## config.mk

```make
export PLATFORM = sky130hd
export DESIGN_NAME = rcl_top
export DESIGN_NICKNAME = d
export VERILOG_FILES = /design/src/core/rcl_pkg.sv /design/src/core/rcl_top.sv
export VERILOG_INCLUDE_DIRS = /design/src /design/src/core
export SDC_FILE = /design/constraint.sdc
export NUM_CORES = 1
export LEC_CHECK = 0
export BUFFER_PORTS_ARGS = -buffer_cell sky130_fd_sc_hd__buf_2
export CORE_MARGIN = 3
export CORE_UTILIZATION = 40
export CTS_BUF_LIST = sky130_fd_sc_hd__clkbuf_16
export DETAILED_ROUTE_END_ITERATION = 8
export PLACE_DENSITY = 0.68
export SYNTH_ARGS = -nofsm -noshare
export SYNTH_HDL_FRONTEND = slang
export SYNTH_SLANG_ARGS = --single-unit
```

## constraint.sdc

```tcl
create_clock -name clk -period 2.3 [get_ports clk]
set_input_delay 0.46 -clock clk [delete_from_list [all_inputs] [get_ports clk]]
set_output_delay 0.46 -clock clk [all_outputs]
set_load 0.01 [all_outputs]
```

## src/core/rcl_consts.svh

```systemverilog
`ifndef RCL_CONSTS_SVH
`define RCL_CONSTS_SVH
// register offsets on the plain register port
`define RCL_OFF_LATCH3 8'h03
`define RCL_OFF_APPLIED0 8'h04
`define RCL_OFF_APPLIED3 8'h07
`define RCL_OFF_WCNT_LO 8'h08
`define RCL_OFF_WCNT_HI 8'h09
`define RCL_OFF_ECC_STAT 8'h0A
// field positions
`define RCL_ECC_SINGLE_BIT 0
`define RCL_ECC_DOUBLE_BIT 1
`define RCL_XRST_BIT 23
// factory contents {byte3, byte2, byte1, byte0}, reset-pin bit added by parameter
`define RCL_LATCH_DEFAULT 32'h0200_0000
// boot clock rates in MHz
`define RCL_BOOT_SLOW_MHZ 6'h0C
`define RCL_BOOT_FAST_MHZ 6'h30
// array shape: ports 0..6, 12, 15 and eight pins each
`define RCL_PORTS 9
`define RCL_PINS 8
`endif

```

## src/core/rcl_pkg.sv

```systemverilog
`default_nettype none
package rcl_pkg;
   typedef enum logic [1:0] {
      RCL_DRV_HIZ_ANALOG = 2'b00,
      RCL_DRV_HIZ_DIGITAL = 2'b01,
      RCL_DRV_PULL_UP = 2'b10,
      RCL_DRV_PULL_DOWN = 2'b11
   } rcl_drive_t;
   typedef enum logic [1:0] {
      RCL_DBG_JTAG5 = 2'b00,
      RCL_DBG_JTAG4 = 2'b01,
      RCL_DBG_SWD = 2'b10,
      RCL_DBG_OFF = 2'b11
   } rcl_dbg_t;
   typedef enum logic [0:0] {
      RCL_ST_LOAD = 1'b0,
      RCL_ST_HOLD = 1'b1
   } rcl_state_t;
   // the four latch bytes, byte 3 in the top bits
   typedef struct packed {
      logic [3:0] digital_clock_phase_delay;
      logic flash_ecc_enable;
      rcl_dbg_t debug_port_select;
      logic boot_clock_speed;
      logic ext_reset_pin_enable;
      logic [4:0] rsvd;
      rcl_drive_t mode_p15;
      rcl_drive_t mode_p12;
      rcl_drive_t mode_p6;
      rcl_drive_t mode_p5;
      rcl_drive_t mode_p4;
      rcl_drive_t mode_p3;
      rcl_drive_t mode_p2;
      rcl_drive_t mode_p1;
      rcl_drive_t mode_p0;
   } rcl_latch_t;
   typedef struct packed {
      logic [7:0] check;
      logic [63:0] data;
   } rcl_ecc_word_t;
   typedef struct packed {
      logic jtag5;
      logic jtag4;
      logic swd;
      logic off;
   } rcl_dbg_en_t;
endpackage
`default_nettype wire

```

## src/core/rcl_top.sv

```systemverilog
// Contract
// - four latch bytes configure device at reset
// - byte map: ports 0-3, ports 4-6 and 12, port 15 and reset enable, boot options
// - one mode drives every pin of port
// - mode codes: analog, digital, pullup, pulldown
// - enable bit makes shared pin external reset
// - boot clock 12 MHz or 48 MHz
// - debug select: JTAG5, JTAG4, SWD, none
// - ECC enable uses extra flash area
// - byte 3 nibble sets clock phase delay
// - correct single, detect double per 8 bytes
`timescale 1ns/1ps
`default_nettype none
`include "rcl_consts.svh"
module rcl_top
   import rcl_pkg::*;
#(
   parameter logic XRST_DEFAULT = 1'b0
)
(
   input wire logic clk,
   input wire logic arst_n,
   input wire logic [7:0] reg_addr,
   input wire logic [7:0] reg_wdata,
   input wire logic reg_wr,
   input wire logic reg_rd,
   output logic [7:0] reg_rdata,
   input wire logic shared_reset_pin,
   output logic ext_reset_req,
   output logic ext_reset_pin_enable,
   output var rcl_drive_t pin_mode [`RCL_PORTS][`RCL_PINS],
   output logic boot_clock_speed,
   output logic [5:0] boot_clk_mhz,
   output var rcl_dbg_en_t debug_en,
   output logic flash_ecc_enable,
   output logic ecc_area_for_data,
   output logic [3:0] digital_clock_phase_delay,
   output logic config_valid,
   input wire logic fw_in_valid,
   input wire rcl_ecc_word_t fw_in,
   output logic fw_out_valid,
   output logic [63:0] fw_out_data,
   output logic fw_single_err,
   output logic fw_double_err,
   output logic ecc_err_event
);

   // nonvolatile contents: not touched by reset, start at factory state
   logic [31:0] latch_q = `RCL_LATCH_DEFAULT | {8'h00, XRST_DEFAULT, 23'h000000};
   logic [15:0] wcnt_q = 16'h0000;
   logic [31:0] applied_q;
   rcl_latch_t cfg;
   rcl_state_t state_q;
   logic is_latch;
   logic [7:0] latch_byte;
   logic [7:0] rd_mux;
   logic [1:0] ecc_stat_q;
   logic [1:0] ecc_clr;
   logic [6:0] syn;
   logic par_bad;
   logic ext_rst_q;

   assign cfg = rcl_latch_t'(applied_q);
   assign is_latch = (reg_addr[7:2] == 6'h00);
   assign latch_byte = latch_q[{reg_addr[1:0], 3'h0} +: 8];

   // programmer writes; an unchanged byte is skipped to spare wear
   always_ff @(posedge clk)
   begin
      if (reg_wr && is_latch && (latch_byte != reg_wdata))
      begin
         latch_q[{reg_addr[1:0], 3'h0} +: 8] <= reg_wdata;
         wcnt_q <= wcnt_q + 16'h0001;
      end
   end

   // snapshot taken on the first edge after reset release
   always_ff @(posedge clk or negedge arst_n)
   begin
      if (!arst_n)
      begin
         state_q <= RCL_ST_LOAD;
         applied_q <= `RCL_LATCH_DEFAULT;
      end
      else
      begin
         unique case (state_q)
            RCL_ST_LOAD:
            begin
               applied_q <= latch_q;
               state_q <= RCL_ST_HOLD;
            end
            RCL_ST_HOLD:
            begin
               applied_q <= applied_q;
            end
         endcase
      end
   end

   assign config_valid = (state_q == RCL_ST_HOLD);

   for (genvar p = 0; p < `RCL_PINS; p++)
   begin : g_pin
      assign pin_mode[0][p] = cfg.mode_p0;
      assign pin_mode[1][p] = cfg.mode_p1;
      assign pin_mode[2][p] = cfg.mode_p2;
      assign pin_mode[3][p] = cfg.mode_p3;
      assign pin_mode[4][p] = cfg.mode_p4;
      assign pin_mode[5][p] = cfg.mode_p5;
      assign pin_mode[6][p] = cfg.mode_p6;
      assign pin_mode[7][p] = cfg.mode_p12;
      assign pin_mode[8][p] = cfg.mode_p15;
   end

   assign boot_clock_speed = cfg.boot_clock_speed;
   assign boot_clk_mhz = cfg.boot_clock_speed ? `RCL_BOOT_FAST_MHZ : `RCL_BOOT_SLOW_MHZ;
   assign flash_ecc_enable = cfg.flash_ecc_enable;
   assign ecc_area_for_data = !cfg.flash_ecc_enable;
   assign digital_clock_phase_delay = cfg.digital_clock_phase_delay;
   assign ext_reset_pin_enable = cfg.ext_reset_pin_enable;

   always_comb
   begin
      debug_en = '0;
      unique case (cfg.debug_port_select)
         RCL_DBG_JTAG5: debug_en.jtag5 = 1'b1;
         RCL_DBG_JTAG4: debug_en.jtag4 = 1'b1;
         RCL_DBG_SWD: debug_en.swd = 1'b1;
         RCL_DBG_OFF: debug_en.off = 1'b1;
      endcase
   end

   // low level on the shared pin resets only when enabled; else it is a plain pin
   always_ff @(posedge clk or negedge arst_n)
   begin
      if (!arst_n)
         ext_rst_q <= 1'b0;
      else
         ext_rst_q <= cfg.ext_reset_pin_enable && !shared_reset_pin;
   end
   assign ext_reset_req = ext_rst_q;

   // hamming syndrome over positions 1..71, check bits at powers of two
   function automatic logic [6:0] ecc_syndrome(input rcl_ecc_word_t w);
      logic [6:0] s;
      int j;
      int k;
      s = 7'h00;
      j = 0;
      k = 0;
      for (int pos = 1; pos < 72; pos++)
      begin
         if ((pos & (pos - 1)) == 0)
         begin
            if (w.check[k]) s = s ^ 7'(pos);
            k++;
         end
         else
         begin
            if (w.data[j]) s = s ^ 7'(pos);
            j++;
         end
      end
      return s;
   endfunction

   // flip the data bit that sits at the syndrome position
   function automatic logic [63:0] ecc_fix(input logic [63:0] d, input logic [6:0] s);
      logic [63:0] r;
      int j;
      r = d;
      j = 0;
      for (int pos = 1; pos < 72; pos++)
      begin
         if ((pos & (pos - 1)) != 0)
         begin
            if (7'(pos) == s) r[j] = !r[j];
            j++;
         end
      end
      return r;
   endfunction

   assign syn = ecc_syndrome(fw_in);
   assign par_bad = ^{fw_in.check, fw_in.data};

   // one-stage check of each 8-byte row; passes raw data while ECC is off
   always_ff @(posedge clk or negedge arst_n)
   begin
      if (!arst_n)
      begin
         fw_out_valid <= 1'b0;
         fw_out_data <= 64'h0000_0000_0000_0000;
         fw_single_err <= 1'b0;
         fw_double_err <= 1'b0;
      end
      else
      begin
         fw_out_valid <= fw_in_valid;
         fw_single_err <= 1'b0;
         fw_double_err <= 1'b0;
         fw_out_data <= fw_in.data;
         if (fw_in_valid && cfg.flash_ecc_enable)
         begin
            if (par_bad)
            begin
               fw_single_err <= 1'b1;
               fw_out_data <= ecc_fix(fw_in.data, syn);
            end
            else if (syn != 7'h00)
               fw_double_err <= 1'b1;
         end
      end
   end
   assign ecc_err_event = fw_single_err || fw_double_err;

   // sticky error status, write one to clear; a new error beats the clear
   assign ecc_clr = (reg_wr && reg_addr == `RCL_OFF_ECC_STAT) ? reg_wdata[1:0] : 2'h0;
   always_ff @(posedge clk or negedge arst_n)
   begin
      if (!arst_n)
         ecc_stat_q <= 2'h0;
      else
         ecc_stat_q <= (ecc_stat_q & ~ecc_clr) | {fw_double_err, fw_single_err};
   end

   // read mux; unmapped offsets read zero
   always_comb
   begin
      rd_mux = 8'h00;
      if (is_latch)
         rd_mux = latch_byte;
      else if (reg_addr >= `RCL_OFF_APPLIED0 && reg_addr <= `RCL_OFF_APPLIED3)
         rd_mux = applied_q[{reg_addr[1:0], 3'h0} +: 8];
      else if (reg_addr == `RCL_OFF_WCNT_LO)
         rd_mux = wcnt_q[7:0];
      else if (reg_addr == `RCL_OFF_WCNT_HI)
         rd_mux = wcnt_q[15:8];
      else if (reg_addr == `RCL_OFF_ECC_STAT)
         rd_mux = {6'h00, ecc_stat_q};
   end

   // read data stand only in the cycle after the strobe
   always_ff @(posedge clk or negedge arst_n)
   begin
      if (!arst_n)
         reg_rdata <= 8'h00;
      else
         reg_rdata <= reg_rd ? rd_mux : 8'h00;
   end
endmodule
`default_nettype wire

```

==> results.json <==
{
  "status": "complete, but fails checks",
  "violations": "negative hold slack, negative setup slack",
  "ff2ff_path_depth": 5,
  "cts_buffer_depth": 2,
  "yosys_warnings": 0,
  "seq_area_frac_synth_pct": 42.5,
  "final_net_count": 1279,
  "ys_ff_latch": 159,
  "die_x_um": 164,
  "max-vdd-ir-drop_mv": 1.09,
  "crit_arrival_ps": 3020,
  "nFillCells": 2026,
  "vias": 7150,
  "area_growth_pct": 34.5,
  "hold_violations": 1,
  "antenna_found_initial": 5,
  "vias_per_cell": 4.72,
  "rsz0062_at_grt": "true",
  "final_cell_area_mm2": 0.0133,
  "die_h_um": 164,
  "wl_per_cell_um": 18.1,
  "hold_ws_ps": -0.480,
  "post-place-ws_ps": -1080,
  "startpoint_type": "input port",
  "numPortBuffers": 331,
  "gp_congestion": 0.884,
  "worstReg2RegEnd": "latch_q[23]",
  "gr-total-overflow": 0,
  "io_pins": 334,
  "drv_slew": 0,
  "clk_pin_slew_ps": 70,
  "root_buffer": "clkbuf_16",
  "rows": 57,
  "drtIter0Drc": 335,
  "diodes": 0,
  "period_share_pct": 118,
  "regArea_mm2": 0.00422,
  "drv_cap": 0,
  "final_cell_mix": "buf_2 (328), buf_4 (174), xnor2_1 (124), dfrtp_1 (110), edfxtp_1 (48)",
  "period_needed_ps": 2710,
  "ant_nets": 0,
  "totalWireLength_mm": 27.4,
  "multi_input_area_mm2": 0.00486,
  "holdBufCountCts": 0,
  "dp_hpwl_mm": 21.3,
  "worst_ep_required_time_ps": 2610,
  "synth-edff-count": 48,
  "clk_latency_ps": 430,
  "setup_slack_ps": -410,
  "drive_gt1_share_pct": 58.1,
  "grt_max_degree": 44,
  "skew_ps": 14.4,
  "ys_types": 50,
  "critPathMaxFanout": 6,
  "synth-async-reset-ratio_pct": 69.8,
  "core-area_mm2": 0.0243,
  "grt_pass1_vias": 7034,
  "grt_pass1_wl_mm": 41.1,
  "ys.flop_type": "dfrtp_1",
  "cts_buffers": 17,
  "start_util_pct": 40.8,
  "regToRegSetupSlack_ps": 120,
  "firstDrtPassIters": 7,
  "syn_area_mm2": 0.00993,
  "slew_headroom_pct": 64.9,
  "syn_inst": 813,
  "die_area_mm2": 0.0267,
  "avgSynthCellArea_um2": 12.2,
  "power.density_mw_per_mm2": 998,
  "final_common_cell": "buf_2",
  "p_total_uw": 13300,
  "cts.htree.levels": 4,
  "place_area_mm2": 0.0123,
  "max_slew.worst_pin.slew_ps": 526,
  "cts_tree": "done",
  "leakagePower_uw": 0.00580,
  "worst_setup_path_end_kind": "register",
  "critical_path_class": "input port to register",
  "hold_path_class": "input port to async pin",
  "track_usage_pct": 20.5,
  "r2r-start": "latch_q[29]",
  "drc": 0,
  "setup_viol": 66,
  "fmax_ghz": 0.369,
  "cts_sinks": 159
}
## state kept, by name (all words and copies together) (netlist names), 2 cells and up
name,flops
fw_out_data,64
applied_q,32
latch_q,32
wcnt_q,16
reg_rdata,8
ecc_stat_q,2
## power breakdown
| group | switching (µW) | internal, µW | total [µW] |
|---|---|---|---|
| clock | 1370 | 1460 | 2830 |
| combinational | 3790 | 3580 | 7370 |
| sequential | 73.4 | 3050 | 3120 |
## worst max path at each step
stage                            to  cells past startpoint  slack [ps]  startpoint
floorplan           fw_out_data[40]                      9        -620   fw_in[56]
global placement    fw_out_data[52]                     10       -1000   fw_in[57]
detailed placement  fw_out_data[21]                     10       -1080   fw_in[57]
CTS                  fw_out_data[6]                     10        -390   fw_in[24]
global route        fw_out_data[21]                     10        -490   fw_in[24]
finish              fw_out_data[21]                     10        -410   fw_in[24]
## synthesized netlist by cell type, drive strengths merged, types with 2 or more instances
| library cell | n | area (µm²) |
|---|---|---|
| ha | 6 | 75.1 |
| nor4 | 3 | 48.8 |
| mux2i | 4 | 40.0 |
| conb | 2 | 7.51 |
| and3 | 4 | 25.0 |
| nand3 | 53 | 275 |
| inv | 8 | 30.0 |
| a21oi | 2 | 10.0 |
| nor3b | 5 | 53.8 |
| o22ai | 7 | 43.8 |
| o311a | 5 | 50.1 |
| dfrtp | 110 | 2750 |
| a21o | 2 | 15.0 |
| nand4 | 11 | 68.8 |
| xnor2 | 147 | 1300 |
| clkbuf | 10 | 41.3 |
| mux4 | 16 | 360 |
| a22oi | 6 | 45.0 |
| nor2 | 15 | 56.3 |
| nand2 | 23 | 86.3 |
| xor3 | 5 | 119 |
| edfxtp | 48 | 1440 |
| buf | 165 | 1240 |
| xnor3 | 32 | 724 |
| xor2 | 18 | 158 |
| nor2b | 12 | 75.1 |
| and2 | 48 | 300 |
| mux2 | 34 | 383 |
## cell type report
type                       count  area share [%]
timing repair buffer         521            24.2
sequential                   159            31.6
multi-input combinational    472            36.4
clock inverter                15            1.28
tap                          324            3.04
clock buffer                  17            3.19
inverter                       8           0.225
## critical path, stage by stage
cell	delay [ps]
buf_8	110
xnor2_4	180
xnor3_2	500
xnor2_2	220
xnor3_2	460
xnor3_2	350
nor4_4	290
buf_6	200
nand3_1	100
xnor2_1	140
## cells by family after synthesis
family / synth area share [%]
fa+ha+maj: 0.756
other cells: 0.0757
xor+xnor: 23.2
buf+inv: 13.2
compound gates: 2.09
mux: 7.89
simple gates: 10.3
flops: 42.5
## through the flow
step | TNS, ps | util, % | std cells
CTS | -20780 | 54.3 | 1514
global placement | -70480 | 50.4 | 1476
detailed placement | -76120 | 50.4 | 1476
floorplan | -29580 | - | 814
finish | -22590 | 54.9 | 1516
global route | -27030 | 54.9 | 1516
## routing by layer
metal / wire, µm / track usage [%] / up-vias
met5: 64 / 0 / -
met4: 740 / 7.11 / 10
met3: 1850 / 4.18 / 55
met2: 14200 / 36.9 / 283
met1: 10600 / 24.3 / 3450
li1: - / - / 3352
## repair_timing
| item | in CTS | in global routing |
|---|---|---|
| setup endpoints to repair | 74 | 96 |
| gates cloned | 1 | 0 |
| pin swaps | 30 | 7 |
| buffers inserted | 6 | 2 |
| resized for setup | 60 | 25 |
Note: power is estimated with default switching activity, not from simulation.
